<file path="config.mk">
export PLATFORM = sky130hd
export DESIGN_NAME = em_supervision
export DESIGN_NICKNAME = d
export VERILOG_FILES = /design/src/design/em_sup_pkg.sv /design/src/design/em_supervision.sv
export SDC_FILE = /design/constraint.sdc
export NUM_CORES = 2
export LEC_CHECK = 0
export BUFFER_PORTS_ARGS = -buffer_cell sky130_fd_sc_hd__clkbuf_2
export CAP_MARGIN = 20
export CORE_UTILIZATION = 67
export CTS_CLUSTER_DIAMETER = 40
export CTS_CLUSTER_SIZE = 12
export DETAILED_ROUTE_END_ITERATION = 7
export GPL_TIMING_DRIVEN = 0
export PLACE_DENSITY = 0.84
export SLEW_MARGIN = 30
export SYNTH_ARGS = -nofsm -noshare
export SYNTH_HDL_FRONTEND = slang
export SYNTH_SLANG_ARGS = --single-unit
</file>
<file path="constraint.sdc">
create_clock -name ref_clk -period 21.5 [get_ports ref_clk]
set_clock_uncertainty 0.2 [all_clocks]
set_input_delay 2.15 -clock ref_clk [delete_from_list [all_inputs] [get_ports ref_clk]]
set_output_delay 2.15 -clock ref_clk [all_outputs]
set_load 0.01 [all_outputs]
</file>
<file path="src/design/em_sup_pkg.sv">
package em_sup_pkg;
  // clock and timing
  localparam int unsigned CLK_HZ = 25_000_000;
  localparam int unsigned SEC_MS = 1000;
  localparam int unsigned DECLARE_MS = 2500; // 2,5 s nominal persistency
  localparam int unsigned CLEAR_MS = 10000; // 10 s nominal absence
  localparam int unsigned CYC_PER_MS = CLK_HZ / 1000;
  localparam int unsigned SEC_CYCLES = SEC_MS * CYC_PER_MS;
  localparam int unsigned DECLARE_CYCLES = DECLARE_MS * CYC_PER_MS;
  localparam int unsigned CLEAR_CYCLES = CLEAR_MS * CYC_PER_MS;
  // local clock periods, in seconds of day
  localparam logic [16:0] DAY_SECONDS = 17'h15180; // 86400
  localparam logic [16:0] QUARTER_SECONDS = 17'h00384; // 900
  // fault cause indices
  localparam int NUM_CAUSES = 14;
  localparam int PDH_FIRST = 0;
  localparam int PDH_LAST = 6;
  localparam int MPEG_FIRST = 7;
  localparam int MPEG_LAST = 12;
  localparam int HW_FAIL_IDX = 13;
  // register offsets
  localparam logic [5:0] CTRL_OFS = 6'h00;
  localparam logic [5:0] PATH_ID_OFS = 6'h04;
  localparam logic [5:0] FAIL_OFS = 6'h08;
  localparam logic [5:0] IRQ_STATUS_OFS = 6'h0c;
  localparam logic [5:0] IRQ_MASK_OFS = 6'h10;
  localparam logic [5:0] RTC_OFS = 6'h14;
  localparam logic [5:0] STAMP_OFS = 6'h18;
  localparam logic [5:0] PKT_RATE_OFS = 6'h1c;
  localparam logic [5:0] NEAR_PERF_OFS = 6'h20;
  localparam logic [5:0] FAR_PERF_OFS = 6'h24;
  localparam logic [5:0] SES_THRESH_OFS = 6'h28;
  // control field positions
  localparam int CTRL_PDH_MON = 0;
  localparam int CTRL_MPEG_MON = 1;
  localparam int CTRL_CELL_DISCARD = 2;
  localparam int CTRL_HEC_CORRECT = 3;
  localparam int CTRL_FMT_204 = 4;
  localparam int CTRL_W = 5;
  localparam logic [4:0] CTRL_RESET = 5'h03; // both groups monitored
  // interrupt status bits
  localparam int IRQ_DECLARE = 0;
  localparam int IRQ_CLEAR = 1;
  localparam int IRQ_ES = 2;
  localparam int IRQ_SES = 3;
  localparam int IRQ_PERIOD15 = 4;
  localparam int IRQ_PERIOD24 = 5;
  localparam int IRQ_W = 6;
  localparam logic [15:0] SES_THRESH_RESET = 16'hffff;
  localparam int PATH_ID_W = 12;
endpackage

</file>
<file path="src/design/em_supervision.sv">
`timescale 1ns/1ps
// Function
// every reported fault cause, plus a hardware failure input, passes through a persistency filter.
// per-second window data are turned into errored, severely errored and background block events.
// the filter takes the listed causes of the physical, path, cell, adaptation and mpeg functions.
// events and reports are stamped with one-second resolution from the local clock; only failure declare and clear events are stamped here.
// 15 minute and 24 hour periods start in line with the local clock, within 10 seconds.
// settings are written by the manager and each read returns a status report.
// each function takes monitored or not monitored, and both physical interfaces report it.
// the pdh interface, its path termination and its cell monitor share one supervision state.
// the mpeg interface, its adaptation and its path entity share one supervision state.
// cell discard and header correction modes and the path identifier are set and read back.
// the mpeg interface reports how many transport packets it handles per second.
// the mpeg output format selects 188 byte or 204 byte packets with 16 dummy bytes.
// loss of signal reaches management only while its interface is monitored.
// failure declared after 2,5 s of continuous cause and cleared after 10 s of absence.
// causes of a group held not monitored are masked before the filter.
module em_supervision #(
  parameter int unsigned SEC_CYCLES = em_sup_pkg::SEC_CYCLES,
  parameter int unsigned DECLARE_CYCLES = em_sup_pkg::DECLARE_CYCLES,
  parameter int unsigned CLEAR_CYCLES = em_sup_pkg::CLEAR_CYCLES
) (
  input wire logic ref_clk,
  input wire logic rst_n,
  input wire logic [5:0] reg_addr,
  input wire logic [31:0] reg_wdata,
  input wire logic reg_wr,
  input wire logic reg_rd,
  output logic [31:0] reg_rdata,
  output logic irq,
  input wire logic pdh_signal_loss,
  input wire logic ais,
  input wire logic frame_loss,
  input wire logic remote_alarm,
  input wire logic remote_error,
  input wire logic remote_defect,
  input wire logic cell_delin_loss,
  input wire logic adapt_status,
  input wire logic sni_fail,
  input wire logic lmc_fail,
  input wire logic mpeg_signal_loss,
  input wire logic in_slip_err,
  input wire logic out_slip_err,
  input wire logic hw_fail,
  input wire logic perf_valid,
  input wire logic near_ds,
  input wire logic [15:0] near_ebc,
  input wire logic far_ds,
  input wire logic [15:0] far_ebc,
  input wire logic ts_packet,
  output logic [13:0] failure,
  output logic sec_pulse,
  output logic pdh_phys_if_mon,
  output logic path_term_mon,
  output logic vp_monitor_mon,
  output logic mpeg_phys_if_mon,
  output logic mpeg_adapt_mon,
  output logic vp_entity_mon,
  output logic cell_discard,
  output logic hec_correct,
  output logic [11:0] path_identifier,
  output logic fmt_204
);
  localparam int N = em_sup_pkg::NUM_CAUSES;

  logic [em_sup_pkg::CTRL_W-1:0] ctrl;
  logic [em_sup_pkg::IRQ_W-1:0] irq_status;
  logic [em_sup_pkg::IRQ_W-1:0] irq_mask;
  logic [em_sup_pkg::IRQ_W-1:0] irq_event;
  logic [15:0] ses_thresh;
  logic [31:0] sec_cnt;
  logic [16:0] rtc;
  logic [16:0] next_rtc;
  logic [16:0] stamp;
  logic [15:0] pkt_cnt;
  logic [15:0] pkt_rate;
  logic [17:0] near_perf;
  logic [17:0] far_perf;
  logic [N-1:0] cause;
  logic [N-1:0] masked;
  logic [N-1:0] declare_ev;
  logic [N-1:0] clear_ev;
  logic [31:0] cnt [N];
  logic wr_ctrl;
  logic wr_rtc;
  logic period15;
  logic period24;
  logic nses;
  logic fses;

  assign wr_ctrl = reg_wr && (reg_addr == em_sup_pkg::CTRL_OFS);
  assign wr_rtc = reg_wr && (reg_addr == em_sup_pkg::RTC_OFS);

  // configuration written by the manager
  always_ff @(posedge ref_clk or negedge rst_n) begin
    if (!rst_n) begin
      ctrl <= em_sup_pkg::CTRL_RESET;
      path_identifier <= '0;
      ses_thresh <= em_sup_pkg::SES_THRESH_RESET;
      irq_mask <= '0;
    end else if (reg_wr) begin
      case (reg_addr)
        em_sup_pkg::CTRL_OFS: ctrl <= reg_wdata[em_sup_pkg::CTRL_W-1:0];
        em_sup_pkg::PATH_ID_OFS: path_identifier <= reg_wdata[em_sup_pkg::PATH_ID_W-1:0];
        em_sup_pkg::SES_THRESH_OFS: ses_thresh <= reg_wdata[15:0];
        em_sup_pkg::IRQ_MASK_OFS: irq_mask <= reg_wdata[em_sup_pkg::IRQ_W-1:0];
        default: ;
      endcase
    end
  end

  // one control bit per group keeps every member of the group in step
  assign pdh_phys_if_mon = ctrl[em_sup_pkg::CTRL_PDH_MON];
  assign path_term_mon = ctrl[em_sup_pkg::CTRL_PDH_MON];
  assign vp_monitor_mon = ctrl[em_sup_pkg::CTRL_PDH_MON];
  assign mpeg_phys_if_mon = ctrl[em_sup_pkg::CTRL_MPEG_MON];
  assign mpeg_adapt_mon = ctrl[em_sup_pkg::CTRL_MPEG_MON];
  assign vp_entity_mon = ctrl[em_sup_pkg::CTRL_MPEG_MON];
  assign cell_discard = ctrl[em_sup_pkg::CTRL_CELL_DISCARD];
  assign hec_correct = ctrl[em_sup_pkg::CTRL_HEC_CORRECT];
  assign fmt_204 = ctrl[em_sup_pkg::CTRL_FMT_204];

  // one-second tick from the system clock
  always_ff @(posedge ref_clk or negedge rst_n) begin
    if (!rst_n) begin
      sec_cnt <= '0;
      sec_pulse <= 1'b0;
    end else if (sec_cnt == SEC_CYCLES - 1) begin
      sec_cnt <= '0;
      sec_pulse <= 1'b1;
    end else begin
      sec_cnt <= sec_cnt + 32'h1;
      sec_pulse <= 1'b0;
    end
  end

  // local clock as seconds of day; a write realigns it to network time
  always_comb begin
    next_rtc = rtc + 17'h1;
    if (next_rtc == em_sup_pkg::DAY_SECONDS) begin
      next_rtc = '0;
    end
  end

  // periods begin exactly on clock boundaries, well inside the 10 s allowance
  assign period15 = sec_pulse && !wr_rtc && (next_rtc % em_sup_pkg::QUARTER_SECONDS == 17'h0);
  assign period24 = sec_pulse && !wr_rtc && (next_rtc == 17'h0);

  always_ff @(posedge ref_clk or negedge rst_n) begin
    if (!rst_n) begin
      rtc <= '0;
    end else if (wr_rtc) begin
      rtc <= reg_wdata[16:0];
    end else if (sec_pulse) begin
      rtc <= next_rtc;
    end
  end

  // cause vector in fixed order; hardware failure joins the same filter
  assign cause = {hw_fail, out_slip_err, in_slip_err, mpeg_signal_loss, lmc_fail, sni_fail,
                  adapt_status, cell_delin_loss, remote_defect, remote_error, remote_alarm,
                  frame_loss, ais, pdh_signal_loss};

  // persistency filter, one counter per cause
  genvar gi;
  generate
    for (gi = 0; gi < N; gi++) begin : g_filter
      if (gi <= em_sup_pkg::PDH_LAST) begin : g_pdh
        assign masked[gi] = cause[gi] && ctrl[em_sup_pkg::CTRL_PDH_MON];
      end else if (gi <= em_sup_pkg::MPEG_LAST) begin : g_mpeg
        assign masked[gi] = cause[gi] && ctrl[em_sup_pkg::CTRL_MPEG_MON];
      end else begin : g_hw
        assign masked[gi] = cause[gi];
      end
      // counter restarts whenever the cause agrees with the filtered state
      always_ff @(posedge ref_clk or negedge rst_n) begin
        if (!rst_n) begin
          cnt[gi] <= '0;
          failure[gi] <= 1'b0;
        end else if (masked[gi] == failure[gi]) begin
          cnt[gi] <= '0;
        end else if (!failure[gi] && cnt[gi] == DECLARE_CYCLES - 1) begin
          cnt[gi] <= '0;
          failure[gi] <= 1'b1;
        end else if (failure[gi] && cnt[gi] == CLEAR_CYCLES - 1) begin
          cnt[gi] <= '0;
          failure[gi] <= 1'b0;
        end else begin
          cnt[gi] <= cnt[gi] + 32'h1;
        end
      end
      assign declare_ev[gi] = !failure[gi] && masked[gi] && cnt[gi] == DECLARE_CYCLES - 1;
      assign clear_ev[gi] = failure[gi] && !masked[gi] && cnt[gi] == CLEAR_CYCLES - 1;
    end
  endgenerate

  // time of the last failure change
  always_ff @(posedge ref_clk or negedge rst_n) begin
    if (!rst_n) begin
      stamp <= '0;
    end else if (|declare_ev || |clear_ev) begin
      stamp <= rtc;
    end
  end

  // per-second events; near defect seconds suppress far events
  assign nses = near_ds || near_ebc >= ses_thresh;
  assign fses = !near_ds && (far_ds || far_ebc >= ses_thresh);
  always_ff @(posedge ref_clk or negedge rst_n) begin
    if (!rst_n) begin
      near_perf <= '0;
      far_perf <= '0;
    end else if (perf_valid) begin
      near_perf <= {nses, near_ds || near_ebc != 16'h0, nses ? 16'h0 : near_ebc};
      far_perf <= {fses, !near_ds && (far_ds || far_ebc != 16'h0),
                   (fses || near_ds) ? 16'h0 : far_ebc};
    end
  end

  // packets counted over each second and reported as the rate
  always_ff @(posedge ref_clk or negedge rst_n) begin
    if (!rst_n) begin
      pkt_cnt <= '0;
      pkt_rate <= '0;
    end else if (sec_pulse) begin
      pkt_cnt <= {15'h0, ts_packet};
      pkt_rate <= pkt_cnt;
    end else if (ts_packet && pkt_cnt != 16'hffff) begin
      pkt_cnt <= pkt_cnt + 16'h1; // saturates rather than wrapping to a small rate
    end
  end

  // sticky events; a new event wins over a write-one clear in the same cycle
  assign irq_event = {period24, period15, perf_valid && nses,
                      perf_valid && (near_ds || near_ebc != 16'h0), |clear_ev, |declare_ev};
  always_ff @(posedge ref_clk or negedge rst_n) begin
    if (!rst_n) begin
      irq_status <= '0;
    end else if (reg_wr && reg_addr == em_sup_pkg::IRQ_STATUS_OFS) begin
      irq_status <= (irq_status & ~reg_wdata[em_sup_pkg::IRQ_W-1:0]) | irq_event;
    end else begin
      irq_status <= irq_status | irq_event;
    end
  end
  assign irq = |(irq_status & irq_mask);

  // status reports; unmapped offsets read zero
  always_ff @(posedge ref_clk or negedge rst_n) begin
    if (!rst_n) begin
      reg_rdata <= '0;
    end else if (reg_rd) begin
      case (reg_addr)
        em_sup_pkg::CTRL_OFS: reg_rdata <= {27'h0, ctrl};
        em_sup_pkg::PATH_ID_OFS: reg_rdata <= {20'h0, path_identifier};
        em_sup_pkg::FAIL_OFS: reg_rdata <= {18'h0, failure};
        em_sup_pkg::IRQ_STATUS_OFS: reg_rdata <= {26'h0, irq_status};
        em_sup_pkg::IRQ_MASK_OFS: reg_rdata <= {26'h0, irq_mask};
        em_sup_pkg::RTC_OFS: reg_rdata <= {15'h0, rtc};
        em_sup_pkg::STAMP_OFS: reg_rdata <= {15'h0, stamp};
        em_sup_pkg::PKT_RATE_OFS: reg_rdata <= {16'h0, pkt_rate};
        em_sup_pkg::NEAR_PERF_OFS: reg_rdata <= {14'h0, near_perf};
        em_sup_pkg::FAR_PERF_OFS: reg_rdata <= {14'h0, far_perf};
        em_sup_pkg::SES_THRESH_OFS: reg_rdata <= {16'h0, ses_thresh};
        default: reg_rdata <= '0;
      endcase
    end else begin
      reg_rdata <= '0;
    end
  end

  property p_filter_masks_pdh;
    @(posedge ref_clk) disable iff (!rst_n)
    $rose(failure[0]) |-> $past(ctrl[em_sup_pkg::CTRL_PDH_MON]) && $past(pdh_signal_loss);
  endproperty
  a_filter_masks_pdh: assert property (p_filter_masks_pdh)
    else $error("pdh loss declared while not monitored");

  property p_mpeg_mask;
    @(posedge ref_clk) disable iff (!rst_n)
    !ctrl[em_sup_pkg::CTRL_MPEG_MON] && !failure[10] |=> !failure[10];
  endproperty
  a_mpeg_mask: assert property (p_mpeg_mask)
    else $error("mpeg loss raised while not monitored");

  property p_declare_time;
    @(posedge ref_clk) disable iff (!rst_n)
    $rose(failure[13]) |-> $past(cnt[13]) == DECLARE_CYCLES - 1 && $past(hw_fail);
  endproperty
  a_declare_time: assert property (p_declare_time)
    else $error("failure declared at wrong persistency count");

  property p_clear_time;
    @(posedge ref_clk) disable iff (!rst_n)
    $fell(failure[13]) |-> $past(cnt[13]) == CLEAR_CYCLES - 1 && !$past(hw_fail);
  endproperty
  a_clear_time: assert property (p_clear_time)
    else $error("failure cleared at wrong absence count");

  property p_rtc_tick;
    @(posedge ref_clk) disable iff (!rst_n)
    sec_pulse && !wr_rtc && rtc != em_sup_pkg::DAY_SECONDS - 1 |=> rtc == $past(rtc) + 17'h1;
  endproperty
  a_rtc_tick: assert property (p_rtc_tick)
    else $error("local clock did not advance on the second");

  property p_period;
    @(posedge ref_clk) disable iff (!rst_n)
    period24 |-> period15 ##1 rtc == 17'h0;
  endproperty
  a_period: assert property (p_period)
    else $error("day period not aligned to clock");

  property p_near_ses;
    @(posedge ref_clk) disable iff (!rst_n)
    perf_valid && near_ds |=> near_perf[17:16] == 2'h3 && near_perf[15:0] == 16'h0;
  endproperty
  a_near_ses: assert property (p_near_ses)
    else $error("defect second not severely errored");

  property p_read_ctrl;
    @(posedge ref_clk) disable iff (!rst_n)
    reg_rd && reg_addr == em_sup_pkg::CTRL_OFS |=> reg_rdata[4:0] == $past(ctrl);
  endproperty
  a_read_ctrl: assert property (p_read_ctrl)
    else $error("control read back wrong");

  property p_groups;
    @(posedge ref_clk) disable iff (!rst_n)
    pdh_phys_if_mon == path_term_mon && path_term_mon == vp_monitor_mon
      && mpeg_phys_if_mon == mpeg_adapt_mon && mpeg_adapt_mon == vp_entity_mon;
  endproperty
  a_groups: assert property (p_groups)
    else $error("group members in different supervision states");

  property p_pkt_rate;
    @(posedge ref_clk) disable iff (!rst_n)
    sec_pulse |=> pkt_rate == $past(pkt_cnt);
  endproperty
  a_pkt_rate: assert property (p_pkt_rate)
    else $error("packet rate not latched on the second");

  property p_fmt;
    @(posedge ref_clk) disable iff (!rst_n)
    wr_ctrl |=> fmt_204 == $past(reg_wdata[em_sup_pkg::CTRL_FMT_204]);
  endproperty
  a_fmt: assert property (p_fmt)
    else $error("format setting not applied");
endmodule

</file>
==> summary.txt <==
Outcome
  – Outcome: complete, no violations

Logic synthesis
  – Share of async-settable or async-resettable flops after synthesis: 100%
  – Flip-flop cell with the highest count after synthesis: dfrtp_1
  – Area contributors post-synth: dfrtp_1 44%, xor2_1 6.9%, nor2_1 6.9%
  – Register area share after synthesis: 45.2%
  – Commonest cells in the synthesized netlist: 670 x nor2_1, 642 x dfrtp_1, 381 x nand2_1
  – Yosys top cell by area: dfrtp_1
  – Total of flip-flops plus latches after synthesis: between 600 and 700
  – Number of synthesized flops with an enable pin: 0
  – Cell area after synthesis: approximately 0.037 mm^2
  – Leading cell type by number of instances after synthesis: nor2_1
  – Syn avg cell area: between 9 and 10 um^2
  – Top cell type's share of synthesized area: a little over two fifths
  – Post-synthesis cell count: around 4000
  – Netlist cell types: 108
  – Yosys Warn Count: 0

Clock network
  – Hold-fix buffers, CTS: 0
  – Maximum clock insertion buffer count: 3
  – Clock Pin Slew Worst Setup and Hold Paths: 60 ps
  – Setup Fix Bufs, Post-CTS: 0
  – Number of sinks handled by clock tree synthesis: between 600 and 700
  – H-tree Lvls: 3
  – Clock latency at the later pin of the worst-skew pair: ~640 ps
  – Root buf cell: clkbuf_16
  – Number of resized instances in the post-cts repair step: 0
  – Number of buffers created by CTS: 88
  – TritonCTS clock tree: built

Floorplan
  – Chip height: approximately 240 um
  – I/O pin total: between 150 and 200
  – Placement row count: 85
  – Floorplan Core Area: between 0.05 and 0.06 mm^2
  – Width of the chip: 236 um
  – Area of the die: 0.0555 mm^2
  – Starting Density: approximately two thirds

STA
  – Peak clock frequency supported by timing: 109 MHz
  – Slew @ Worst Pin: approximately 1200 ps
  – Count of pins over their slew limit: 0
  – Shortest period the worst path allows: a little over 9000 ps
  – Setup violations, final: 0
  – Number of hold violations in the final report: 0
  – Portion of the clock cycle consumed by the worst path in the final layout: 42.6%
  – Setup Total Neg Slack: 0 ps
  – Minimum hold slack: ~280 ps
  – Unrepaired setup endpoints after global routing: no
  – Max-slew headroom: between 10% and 20%

Critical path
  – Endpoint kind of the worst setup timing path: register
  – Critical path's most frequent cell: a21oi_1
  – Critical path's slowest cell: o311ai_0
  – Arrival time of data at the critical path endpoint: 9500 ps
  – Startpoint kind of the worst setup timing path: register
  – Biggest cell delay along the critical path: 840 ps
  – Worst path required time: roughly 22000 ps
  – Critical path fanouts, max: 8
  – Worst setup path category: reg2reg

Global route
  – Total overflow reported by the global router: 0
  – Initial antenna violation count: 4
  – Global router's overall resource usage: between 30% and 40%
  – Vias in the first global route: ~30000
  – Maximum number of pins on one net before global-route repair: between 80 and 90
  – Global-route wire length before repair: approximately 150000 um

Cells and area
  – Proportion of layout cells with a drive suffix above 1: a little under an eighth
  – Growth of design area from synthesis to finish: 13.3%
  – Sequential Area: around 0.017 mm^2
  – Fin cells: slightly below 5000
  – Net total in the final layout: ~4400
  – Number of fill cells: 3570
  – Final cell area excluding filler cells: 0.0414 mm^2
  – Multi-input combinational cell area: 0.0189 mm^2

Place
  – Routability Congestion: 0.999
  – DP HPWL: around 65000 um
  – PortBufs: approximately 130
  – Number of placed instances with taps included: 4805
  – Placement-stage cell area: roughly 0.038 mm^2

Drt
  – Via density per instance: 6.18
  – Post-route DRC violation count: 0
  – DRC violation total after the first TritonRoute iteration: ~2600
  – DRT Wirelength: roughly 93000 um
  – Overall via count from detail_route: approximately 31000
  – Mean routed wirelength per cell: 18.7 um
  – Number of antenna-violating nets in the routed design: 0
  – Number of detailed-route iterations in the first pass: 8

Pwr
  – Worst IR drop on VDD: ~0.089 mV
  – Leakage power total: around 17 nW
  – Power per standard cell area: between 90 and 100 mW/mm^2

Hold path
  – Min-delay worst type: reg2reg

Run
  – Max Cap Violations: 0
-- placed cells by master, fill, tap and decap left out, types with 90 or more instances in the layout --
master | synthesis | routed
clkbuf_1 | 96 | 105
clkbuf_2 | 0 | 128
nand3_1 | 232 | 232
clkbuf_16 | 0 | 90
xor2_1 | 289 | 289
o21ai_0 | 109 | 109
xnor2_1 | 179 | 179
nand2_1 | 381 | 381
inv_1 | 133 | 133
nor2_1 | 670 | 670
dfrtp_1 | 642 | 642
nand4_1 | 108 | 108
-- state kept, by name, indices dropped and copies added (netlist names) --
register         cells
cnt                448
ctrl                 5
failure             14
far_perf            18
irq_mask             6
irq_status           6
near_perf           18
path_identifier     12
pkt_cnt             16
pkt_rate            16
reg_rdata           18
rtc                 17
sec_cnt             32
sec_pulse            1
ses_thresh          16
stamp               17
-- cells by family (layout without fill, tap and decap cells) --
group	after synthesis	in the layout	synth area share [%]
other	1	18	0.0103
and+or+nand+nor	1918	1918	25.8
buffers and inverters	279	576	3.16
adders and majority gates	80	80	2.73
muxes	104	104	3.34
xor gates and xnor gates	472	472	11.4
DFF	660	660	45.2
AOI/OAI and AO/OA	445	445	8.35
-- layer usage --
| layer | vias up | track usage [%] | wire, um |
|---|---|---|---|
| li1 | 14300 | - | - |
| met1 | 15000 | 44.4 | 38600 |
| met2 | 1224 | 54.3 | 43700 |
| met3 | 258 | 7.22 | 7090 |
| met4 | 0 | 13.5 | 3630 |
| met5 | - | 0 | 0 |
-- per-stage QoR --
step	worst slack [ps]	total power [mW]	util [%]
2_1_floorplan	13920	2.06	-
3_3_place_gp	2950	2.25	70.7
3_5_place_dp	12580	2.28	71.2
4_1_cts	12550	3.77	76.8
5_1_grt	11860	3.95	76.8
6_report	12330	3.78	76.8
-- worst max-delay path, delay by kind of cell, from the launching register on --
| family | cells | cell delay (ps) |
|---|---|---|
| compound gates | 15 | 4120 |
| mux | 1 | 250 |
| buf+inv | 1 | 190 |
| flops | 1 | 480 |
| simple gates | 10 | 3510 |
| fa+ha+maj | 1 | 290 |
-- power breakdown --
part / switching, mW / total [mW] / internal, mW
Sequential: 0.0571 / 1.36 / 1.30
Combinational: 0.581 / 0.927 / 0.347
Clock: 0.581 / 1.49 / 0.914
-- area by class of cell --
cell class,count,area share (%)
antenna,4,0.0242
buffer,146,1.59
clock buffer,108,5.79
clock inverter,52,1.49
inverter,133,1.20
multi-input combinational,3033,45.7
sequential,660,39.9
tap,696,2.10
timing repair buffer,137,2.17
-- path summary, 6_finish.rpt --
check / start / endpoint / cells after the start / slack, ps
setup / recovery: rtc[0] / irq_status[4] / 28 / 12330
hold / removal: cnt[160] / cnt[160] / 1 / 280
setup reg to reg: rtc[0] / irq_status[4] / 28 / 12330
hold reg to reg: cnt[160] / cnt[160] / 1 / 280
max in group asynchronous: rst_n / cnt[136] / 6 / 17860
min in group asynchronous: rst_n / cnt[260] / 1 / 1220
No activity file was read; power rests on OpenSTA's default activity.
